File: src/verilog/sirq_pkg.sv
// Package for the serial interrupt request block.
// Assumes Avalon-MM with 32-bit data and one register per aligned word.
package sirq_pkg;
	// Register indices as printed; byte address is four times the index
	localparam logic [9:0] IDX_CH1_COL  = 10'h046;
	localparam logic [9:0] IDX_CH0_COL  = 10'h047;
	localparam logic [9:0] IDX_CH2_COL  = 10'h04a;
	localparam logic [9:0] IDX_CH2_TX   = 10'h04f;
	localparam logic [9:0] IDX_CH2_RX   = 10'h050;
	localparam logic [9:0] IDX_CH0_TX   = 10'h051;
	localparam logic [9:0] IDX_CH0_RX   = 10'h052;
	localparam logic [9:0] IDX_CH1_TX   = 10'h053;
	localparam logic [9:0] IDX_CH1_RX   = 10'h054;
	localparam logic [9:0] IDX_CH5_COL  = 10'h06b;
	localparam logic [9:0] IDX_CH5_TX   = 10'h06c;
	localparam logic [9:0] IDX_CH5_RX   = 10'h06d;
	localparam logic [9:0] IDX_CH6_COL  = 10'h06e;
	localparam logic [9:0] IDX_CH6_TX   = 10'h06f;
	localparam logic [9:0] IDX_CH6_RX   = 10'h070;
	localparam logic [9:0] IDX_CH7_COL  = 10'h071;
	localparam logic [9:0] IDX_CH7_TX   = 10'h072;
	localparam logic [9:0] IDX_CH7_RX   = 10'h073;
	localparam logic [9:0] IDX_SRCSEL3  = 10'h205;
	localparam logic [9:0] IDX_SRCSEL2  = 10'h206;
	// Own registers: serial mode per channel, cutoff enable, status group
	localparam logic [9:0] IDX_MODE_CH0 = 10'h300;
	localparam logic [9:0] IDX_CUTOFF   = 10'h306;
	localparam logic [9:0] IDX_STATUS   = 10'h307;
	localparam logic [9:0] IDX_IRQ_EN   = 10'h308;
	localparam logic [9:0] IDX_IRQ_CLR  = 10'h309;
	localparam int         NUM_CH       = 6;
	localparam int         NUM_REQ      = 18;
	// Request-control field layout: bits 2..0 reset to zero, bit 3 = flag
	localparam int         REQ_FLAG_BIT = 3;
	localparam logic [2:0] REQ_LOW_RST  = 3'h0;
	localparam logic [7:0] SRCSEL_RST   = 8'h00;
	// Source select bit positions
	localparam int         SEL2_CH7_DET = 4;
	localparam int         SEL2_CH7_TXN = 5;
	localparam int         SEL2_CH0_DET = 6;
	localparam int         SEL2_CH1_DET = 7;
	localparam int         SEL3_CH5_DET = 3;
	localparam int         SEL3_CH5_TXN = 4;
	localparam int         SEL3_CH6_DET = 5;
	localparam int         SEL3_CH6_TXN = 6;
	// Mode register fields: [2:0] mode, 3 twowire, 4 twowire2, 5 phase,
	// 6 ch2 tx source select, 7 ch2 error signal enable
	localparam logic [2:0] MODE_TWO_WIRE = 3'h2;
	localparam int         MODE_TW_BIT   = 3;
	localparam int         MODE_TW2_BIT  = 4;
	localparam int         MODE_PH_BIT   = 5;
	localparam int         MODE_TXS_BIT  = 6;
	localparam int         MODE_ERE_BIT  = 7;
	// Status bits: per channel rx overrun event
	localparam logic [31:0] UNMAPPED_RD  = 32'h0000_0000;
endpackage

File: src/verilog/serial_irq_logic.sv
// Interrupt request flags and routing for six serial channels.
// Assumes channel events arrive as synchronous pulses/levels on I_CORE_CLK.
`timescale 1ns/100ps
module serial_irq_logic
	import sirq_pkg::*;
(
	// Clock and reset
	input  wire logic        I_CORE_CLK,
	input  wire logic        I_SRST,
	// Avalon-MM slave
	input  wire logic [11:0] I_AVS_ADDRESS,
	input  wire logic        I_AVS_READ,
	input  wire logic        I_AVS_WRITE,
	input  wire logic [31:0] I_AVS_WRITEDATA,
	input  wire logic [3:0]  I_AVS_BYTEENABLE,
	output logic [31:0]      O_AVS_READDATA,
	output logic             O_AVS_WAITREQUEST,
	// Channel events, one bit per channel 0,1,2,5,6,7
	input  wire logic [5:0]  I_TX_EVT,
	input  wire logic [5:0]  I_DETECT_EVT,
	input  wire logic [5:0]  I_RX_LOAD,
	input  wire logic [5:0]  I_RX_READ,
	// Vector acknowledge, one bit per request flag
	input  wire logic [17:0] I_VEC_ACK,
	// Shutdown input and pins subject to cutoff
	input  wire logic        I_SHUTDOWN_N,
	input  wire logic [5:0]  I_PIN_OUT,
	input  wire logic [5:0]  I_PIN_OE,
	output logic [5:0]       O_PIN_OUT,
	output logic [5:0]       O_PIN_OE,
	// Request flags to the processor controller and block interrupt
	output logic [17:0]      O_REQ_FLAG,
	output logic [5:0]       O_OVERRUN,
	output logic             O_IRQ
);

	// Flag index: 0..5 tx, 6..11 rx, 12..17 detect (channel order 0,1,2,5,6,7)
	typedef struct packed {
		logic [17:0]      flag;
		logic [17:0][2:0] low;
		logic [7:0]       sel2;
		logic [7:0]       sel3;
		logic [5:0][7:0]  mode;
		logic [5:0]       rxc;
		logic [5:0]       ovr;
		logic             cutoff;
		logic [5:0]       sts;
		logic [5:0]       en;
		logic             ch2_arm;
		logic [31:0]      rdata;
		logic             ack;
	} state_type;

	// Register map seen by software, by word index:
	//   request control, one per flag slot:
	//     bits 2..0 stored as written, bit 3 the request flag,
	//     upper bits read as zero
	//   tx slots 0..5, rx slots 6..11, detect slots 12..17
	//   channel order inside each group is 0,1,2,5,6,7
	//   source select two and three: eight plain bits each
	//   mode registers, one per channel, in the 0x300 group:
	//     bits 2..0 serial mode field
	//     bit 3 two-wire enable, bit 4 second two-wire enable
	//     bit 5 clock phase
	//     bits 6,7 ch2 transmit source and error enable
	//   cutoff enable: bit 0 only
	//   overrun status: read only, sticky per channel
	//   status enable: gates the block interrupt
	//   status clear: write ones to clear, reads as zero
	// Limitation: the mode copies here only drive request side
	// effects; the serial channels keep their own mode state.
	// Trade-off: every register is one word so the bus decode stays
	// a single compare on the word index.

	state_type cur_ff;
	state_type nxt_ff;

	// Map printed index to request slot; -1 when not a request register
	function automatic int slot_of(input logic [9:0] idx);
		case (idx)
			IDX_CH0_TX:  slot_of = 0;
			IDX_CH1_TX:  slot_of = 1;
			IDX_CH2_TX:  slot_of = 2;
			IDX_CH5_TX:  slot_of = 3;
			IDX_CH6_TX:  slot_of = 4;
			IDX_CH7_TX:  slot_of = 5;
			IDX_CH0_RX:  slot_of = 6;
			IDX_CH1_RX:  slot_of = 7;
			IDX_CH2_RX:  slot_of = 8;
			IDX_CH5_RX:  slot_of = 9;
			IDX_CH6_RX:  slot_of = 10;
			IDX_CH7_RX:  slot_of = 11;
			IDX_CH0_COL: slot_of = 12;
			IDX_CH1_COL: slot_of = 13;
			IDX_CH2_COL: slot_of = 14;
			IDX_CH5_COL: slot_of = 15;
			IDX_CH6_COL: slot_of = 16;
			IDX_CH7_COL: slot_of = 17;
			default:     slot_of = -1;
		endcase
	endfunction

	logic [9:0]  idx;
	logic        acc;
	logic [17:0] hw_set;
	logic [5:0]  ovr_evt;
	logic [5:0]  route_det;
	logic [5:0]  route_tx;
	logic        cut;

	assign idx = I_AVS_ADDRESS[11:2];
	// One wait cycle: request answered on the edge after it is seen
	assign acc = (I_AVS_READ || I_AVS_WRITE) && !cur_ff.ack;

	// Routing enables for the shared vectors
	always_comb begin
		route_det    = 6'h3f;
		route_tx     = 6'h3f;
		route_det[0] = cur_ff.sel2[SEL2_CH0_DET];
		route_det[1] = cur_ff.sel2[SEL2_CH1_DET];
		route_det[3] = !cur_ff.sel3[SEL3_CH5_DET];
		route_tx[3]  = !cur_ff.sel3[SEL3_CH5_TXN];
		route_det[4] = !cur_ff.sel3[SEL3_CH6_DET];
		route_tx[4]  = !cur_ff.sel3[SEL3_CH6_TXN];
		route_det[5] = !cur_ff.sel2[SEL2_CH7_DET];
		route_tx[5]  = !cur_ff.sel2[SEL2_CH7_TXN];
	end

	// Next-state logic: bus, flags, receive tracking
	always_comb begin
		int s;
		logic tw;
		logic ch2_both;
		s        = slot_of(idx);
		tw       = 1'b0;
		ch2_both = 1'b0;
		nxt_ff   = cur_ff;
		hw_set   = 18'h0;
		ovr_evt  = 6'h0;
		nxt_ff.ack = acc;
		for (int c = 0; c < NUM_CH; c++) begin
			tw = (cur_ff.mode[c][2:0] == MODE_TWO_WIRE);
			// Receive-complete flag follows load and read
			if (I_RX_LOAD[c]) begin
				nxt_ff.rxc[c] = 1'b1;
				if (cur_ff.rxc[c]) begin
					nxt_ff.ovr[c] = 1'b1;
					ovr_evt[c]    = 1'b1;
				end
			end else if (I_RX_READ[c]) begin
				nxt_ff.rxc[c] = 1'b0;
				nxt_ff.ovr[c] = 1'b0;
			end
			// Rising edge only; overrun adds a set just in two-wire mode
			hw_set[6+c] = (I_RX_LOAD[c] && !cur_ff.rxc[c])
				|| (tw && ovr_evt[c]);
			hw_set[c]    = I_TX_EVT[c] && route_tx[c];
			hw_set[12+c] = I_DETECT_EVT[c] && route_det[c];
		end
		// Spurious request when a mode write changes bits 5..0 while in two-wire mode
		if (acc && I_AVS_WRITE && I_AVS_BYTEENABLE[0]
			&& idx >= IDX_MODE_CH0 && idx < IDX_CUTOFF) begin
			for (int c = 0; c < NUM_CH; c++) begin
				if (idx == IDX_MODE_CH0 + 10'(c)) begin
					nxt_ff.mode[c] = I_AVS_WRITEDATA[7:0];
					if (cur_ff.mode[c][2:0] == MODE_TWO_WIRE
						&& (I_AVS_WRITEDATA[5:0] != cur_ff.mode[c][5:0]))
						hw_set[6+c] = 1'b1;
				end
			end
		end
		// Ch2 transmit request once both bits reach one after reset
		ch2_both = nxt_ff.mode[2][MODE_TXS_BIT]
			&& nxt_ff.mode[2][MODE_ERE_BIT];
		if (ch2_both && !cur_ff.ch2_arm) begin
			hw_set[2]      = 1'b1;
			nxt_ff.ch2_arm = 1'b1;
		end
		// Acknowledges clear, software writes load bit 3, hardware set wins
		for (int k = 0; k < NUM_REQ; k++) begin
			if (I_VEC_ACK[k])
				nxt_ff.flag[k] = 1'b0;
		end
		if (acc && I_AVS_WRITE && I_AVS_BYTEENABLE[0] && s >= 0) begin
			nxt_ff.flag[s] = I_AVS_WRITEDATA[REQ_FLAG_BIT];
			nxt_ff.low[s]  = I_AVS_WRITEDATA[2:0];
		end
		nxt_ff.flag = nxt_ff.flag | hw_set;
		// Other register writes
		if (acc && I_AVS_WRITE && I_AVS_BYTEENABLE[0]) begin
			case (idx)
				IDX_SRCSEL2: nxt_ff.sel2   = I_AVS_WRITEDATA[7:0];
				IDX_SRCSEL3: nxt_ff.sel3   = I_AVS_WRITEDATA[7:0];
				IDX_CUTOFF:  nxt_ff.cutoff = I_AVS_WRITEDATA[0];
				IDX_IRQ_EN:  nxt_ff.en     = I_AVS_WRITEDATA[5:0];
				default:     nxt_ff.en     = nxt_ff.en;
			endcase
		end
		// Overrun status: clear by write, new event wins
		if (acc && I_AVS_WRITE && I_AVS_BYTEENABLE[0]
			&& idx == IDX_IRQ_CLR)
			nxt_ff.sts = cur_ff.sts & ~I_AVS_WRITEDATA[5:0];
		nxt_ff.sts = nxt_ff.sts | ovr_evt;
		// Read data
		nxt_ff.rdata = UNMAPPED_RD;
		if (acc && I_AVS_READ) begin
			if (s >= 0)
				nxt_ff.rdata = {28'h0, cur_ff.flag[s], cur_ff.low[s]};
			else begin
				case (idx)
					IDX_SRCSEL2: nxt_ff.rdata = {24'h0, cur_ff.sel2};
					IDX_SRCSEL3: nxt_ff.rdata = {24'h0, cur_ff.sel3};
					IDX_CUTOFF:  nxt_ff.rdata = {31'h0, cur_ff.cutoff};
					IDX_STATUS:  nxt_ff.rdata = {26'h0, cur_ff.sts};
					IDX_IRQ_EN:  nxt_ff.rdata = {26'h0, cur_ff.en};
					default: begin
						if (idx >= IDX_MODE_CH0 && idx < IDX_CUTOFF)
							nxt_ff.rdata = {24'h0,
								cur_ff.mode[3'(idx - IDX_MODE_CH0)]};
					end
				endcase
			end
		end
	end

	// State register; unknown upper bits are kept as zero after reset
	always_ff @(posedge I_CORE_CLK) begin
		if (I_SRST) begin
			cur_ff      <= '0;
			cur_ff.sel2 <= SRCSEL_RST;
			cur_ff.sel3 <= SRCSEL_RST;
			cur_ff.low  <= {NUM_REQ{REQ_LOW_RST}};
		end else begin
			cur_ff <= nxt_ff;
		end
	end

	// Forced cutoff of the shared pins
	assign cut       = cur_ff.cutoff && !I_SHUTDOWN_N;
	assign O_PIN_OUT = cut ? 6'h0 : I_PIN_OUT;
	assign O_PIN_OE  = cut ? 6'h0 : I_PIN_OE;

	// Outputs
	assign O_AVS_READDATA    = cur_ff.rdata;
	assign O_AVS_WAITREQUEST = (I_AVS_READ || I_AVS_WRITE) && !cur_ff.ack;
	assign O_REQ_FLAG        = cur_ff.flag;
	assign O_OVERRUN         = cur_ff.ovr;
	assign O_IRQ             = |(cur_ff.sts & cur_ff.en);

endmodule

File: config.mk
export PLATFORM = sky130hd
export DESIGN_NAME = serial_irq_logic
export DESIGN_NICKNAME = d
export VERILOG_FILES = /design/src/verilog/sirq_pkg.sv /design/src/verilog/serial_irq_logic.sv
export SDC_FILE = /design/constraint.sdc
export NUM_CORES = 1
export LEC_CHECK = 0
export ABC_AREA = 1
export BUFFER_PORTS_ARGS = -buffer_cell sky130_fd_sc_hd__clkbuf_2
export CORE_UTILIZATION = 45
export DETAILED_ROUTE_END_ITERATION = 10
export PLACE_DENSITY = 0.67
export SYNTH_ARGS = -nofsm -noshare
export SYNTH_HDL_FRONTEND = slang
export SYNTH_SLANG_ARGS = --single-unit
File: constraint.sdc
create_clock -name I_CORE_CLK -period 3.4 [get_ports I_CORE_CLK]
set_clock_uncertainty 0.1 [all_clocks]
set_input_delay 1.02 -clock I_CORE_CLK [delete_from_list [all_inputs] [get_ports I_CORE_CLK]]
set_output_delay 1.02 -clock I_CORE_CLK [all_outputs]
set_load 0.005 [all_outputs]
==> impl_metrics.json <==
{
  "vias_per_cell": 5.38,
  "grt_first_pass_wirelength_mm": 44.5,
  "synthesis.area_sq_um": 9120,
  "powerDensity_nw_per_um2": 426,
  "core-area_sq_um": 19700,
  "power.leakage_nw": 4.89,
  "power.combinational.fraction_pct": 8.9,
  "grt_setup_unrepaired": "no",
  "critPathMostFrequentCell": "sky130_fd_sc_hd__nand2_1",
  "synth_sequential_area_ratio_pct": 37.5,
  "groute.usage.overall_pct": 28.4,
  "cts.sink_count": 171,
  "drt_first_iter_violations": 959,
  "internal_power_mw": 3.43,
  "cts.clk_slew.worst_paths_ns": 0.07,
  "postRouteWirelength_mm": 28.6,
  "synth_cell_types": 38,
  "cts_setup_buffers": 0,
  "first_global_vias": 8269,
  "report.final.slew_viol_count": 0,
  "drt_drc_violations_left": 0,
  "clock_tree_from_tritoncts": "built",
  "cp.arrival_ns": 3.43,
  "clk_latency_ns": 0.44,
  "worst_setup_path_start_kind": "primary input",
  "maximum_cell_stage_delay_along_the_critical_path_ns": 0.24,
  "top_level_i_o_count": 177,
  "timing.hold.worst.class": "reg -> reg",
  "path_cells": "clkbuf_2 -> inv_1 -> nand2_1 -> nor2_1 -> buf_4 -> o21ai_0 -> nand3_2 -> inv_2 -> nand2_2 -> nor2_1 -> buf_4 -> nand2_1 -> a21oi_1 -> a21oi_1 -> nand3_1 -> nand2_1 -> inv_1",
  "number_of_vias_after_detailed_routing": 9383,
  "layout_min_cycle_time_ns": 3.15,
  "synth.ff_latch_count": 171,
  "grt_antenna_before_repair": 0,
  "numCtsBuffers": 17,
  "clock_power_share_pct": 46.3,
  "drt_pass1_iterations": 5,
  "timing.rr.end": "cur_ff[114]",
  "fp.dieW_microns": 144,
  "critical_path_peak_fanout": 7,
  "cts-root-to-sink-buffers": 2,
  "worstMarginPinSlew_ns": 0.617,
  "final_net_count": 1573,
  "vdd.ir_drop.worst_mv": 0.301,
  "area_growth_synth_to_finish_pct": 17.9,
  "crit_slowest_cell": "sky130_fd_sc_hd__a21oi_1",
  "final.period_utilization_pct": 92.7,
  "die_area_sq_um": 20800,
  "postCtsResizedCells": 0,
  "switching_share_pct": 25.3,
  "num_antenna_cells": 0,
  "critical_path_class": "in -> reg",
  "ctsRootBufferMaster": "sky130_fd_sc_hd__clkbuf_16",
  "post-route-worst-setup-slack_ns": 0.249,
  "numPortBuffers": 123,
  "crit_end": "O_AVS_READDATA[3]",
  "timing.critical_path.required_ns": 3.68,
  "drive_gt1_share_pct": 18.5,
  "gpl.final_weighted_congestion": 1.03,
  "drv_cap": 0,
  "reg2regPathDepth": 7,
  "ys_warnings": 0,
  "overflow": 0,
  "synthesis.area_per_instance_sq_um": 6.79,
  "place_worst_setup_slack_ns": -0.0588,
  "wl_per_cell_microns": 16.4,
  "start_util_pct": 46.4,
  "rows": 51,
  "place_area_sq_um": 10100,
  "post-dp-hpwl_mm": 21.3,
  "finish.instance_area_sq_um": 10800,
  "r2r_start": "cur_ff[0]",
  "setup.worst_path.start": "I_AVS_ADDRESS[2]",
  "grt_max_degree": 50,
  "maxClockFrequency_mhz": 317,
  "htreeDepth": 4,
  "final_antenna_net_count": 0,
  "setup_viol": 0,
  "power.switching_mw": 1.16,
  "timing.final.hold_violations": 0,
  "setup.reg_to_reg.worst_slack_ns": 1.31,
  "worst_setup_path_end_kind": "register",
  "outcome": "finished clean",
  "cts.hold.buffers_added": 0,
  "relSlewSlack_pct": 58.5,
  "synthCells": 1342,
  "sequentialPowerShare_pct": 44.8,
  "die_height_microns": 144
}
==> Yosys cell counts, drive strengths merged <==
library cell | number | area, sq um
a22oi | 5 | 37.5
a211oi | 9 | 67.6
a221oi | 17 | 149
o21ai | 146 | 742
nor3 | 15 | 91.3
clkinv | 4 | 15.0
nor2 | 134 | 603
nand4 | 13 | 81.3
o211ai | 3 | 22.5
buf | 76 | 522
a21oi | 151 | 756
xor2 | 5 | 43.8
nand3b | 2 | 15.0
nor3b | 5 | 37.5
o31ai | 8 | 60.1
o221ai | 5 | 43.8
and2 | 1 | 6.26
nand2 | 229 | 882
conb | 1 | 3.75
dfxtp | 171 | 3420
nand3 | 78 | 400
inv | 174 | 653
clkbuf | 42 | 158
a31oi | 10 | 62.6
o22ai | 36 | 225
xnor2 | 2 | 17.5
==> power by group through the flow <==
stage	logic [mW]	clock network (mW)	registers, mW
2_1_floorplan	0.254	0	2.09
3_5_place_dp	0.399	0	2.10
3_3_place_gp	0.396	0	2.10
5_1_grt	0.450	2.24	2.06
6_report	0.408	2.12	2.05
4_1_cts	0.402	2.14	2.05
==> worst min-delay path by stage <==
| stage | from | endpoint | slack (ns) | depth (start not counted) |
|---|---|---|---|---|
| 2_1_floorplan | cur_ff[107] | cur_ff[107] | 0.32 | 2 |
| 3_3_place_gp | cur_ff[106] | cur_ff[106] | 0.34 | 2 |
| 3_5_place_dp | cur_ff[106] | cur_ff[106] | 0.34 | 2 |
| 4_1_cts | cur_ff[106] | cur_ff[106] | 0.36 | 2 |
| 5_1_grt | register | register | 0.38 | 2 |
| 6_report | cur_ff[105] | cur_ff[105] | 0.35 | 2 |
==> critical path, delay by kind of cell <==
family / cells / cell delay, ns
buf+inv: 6 / 0.77
compound gates: 3 / 0.49
simple gates: 8 / 1.12
==> layer usage <==
layer | vias up | wire, microns | track usage (%)
met2 | 465 | 12300 | 43.5
li1 | 4636 | - | -
met5 | - | 0 | 0
met3 | 38 | 2540 | 4.21
met4 | 0 | 585 | 9.03
met1 | 4244 | 13200 | 40.5
==> area by class of cell <==
type	count	area, sq um
Timing Repair Buffer	200	1260
Tap cell	265	332
Clock buffer	18	429
Sequential cell	171	3420
Inverter	178	668
Multi-Input combinational cell	898	4440
Clock inverter	14	208
Fill cell	1936	8900
==> cell usage in the layout, fill, tap and decap left out, types with 8 or more instances in the layout <==
cell type / instances
sky130_fd_sc_hd__a221oi_1: 17
sky130_fd_sc_hd__nor3_1: 13
sky130_fd_sc_hd__a211oi_1: 9
sky130_fd_sc_hd__o22ai_1: 36
sky130_fd_sc_hd__inv_2: 15
sky130_fd_sc_hd__a31oi_1: 10
sky130_fd_sc_hd__conb_1: 24
sky130_fd_sc_hd__o21ai_1: 10
sky130_fd_sc_hd__nand3_1: 76
sky130_fd_sc_hd__o21ai_0: 135
sky130_fd_sc_hd__nand2_1: 224
sky130_fd_sc_hd__clkbuf_16: 17
sky130_fd_sc_hd__clkbuf_2: 123
sky130_fd_sc_hd__nor2_4: 12
sky130_fd_sc_hd__o31ai_1: 8
sky130_fd_sc_hd__nor2_1: 117
sky130_fd_sc_hd__dfxtp_1: 171
sky130_fd_sc_hd__nand4_1: 13
sky130_fd_sc_hd__a21oi_1: 151
sky130_fd_sc_hd__inv_1: 159
sky130_fd_sc_hd__buf_4: 72
==> per-stage QoR <==
| step | setup TNS, ns | hold WS (ns) | cells | util [%] | total power, mW |
|---|---|---|---|---|---|
| finish | 0 | 0.354 | 1744 | 54.7 | 4.58 |
| floorplan | 0 | 0.324 | 1365 | - | 2.34 |
| CTS | 0 | 0.356 | 1744 | 54.7 | 4.59 |
| detailed placement | -0.0779 | 0.344 | 1712 | 51.5 | 2.50 |
| global route | 0 | 0.379 | 1744 | 54.7 | 4.74 |
| global placement | -0.0429 | 0.340 | 1712 | 51.5 | 2.49 |
==> logic make-up after synthesis <==
logic type | Yosys count | share of synthesized area (%)
flops | 171 | 37.5
compound gates | 390 | 23.8
other cells | 1 | 0.0411
xor+xnor | 7 | 0.672
buf+inv | 296 | 14.8
simple gates | 477 | 23.2
Note: power is estimated with default switching activity, not from simulation.
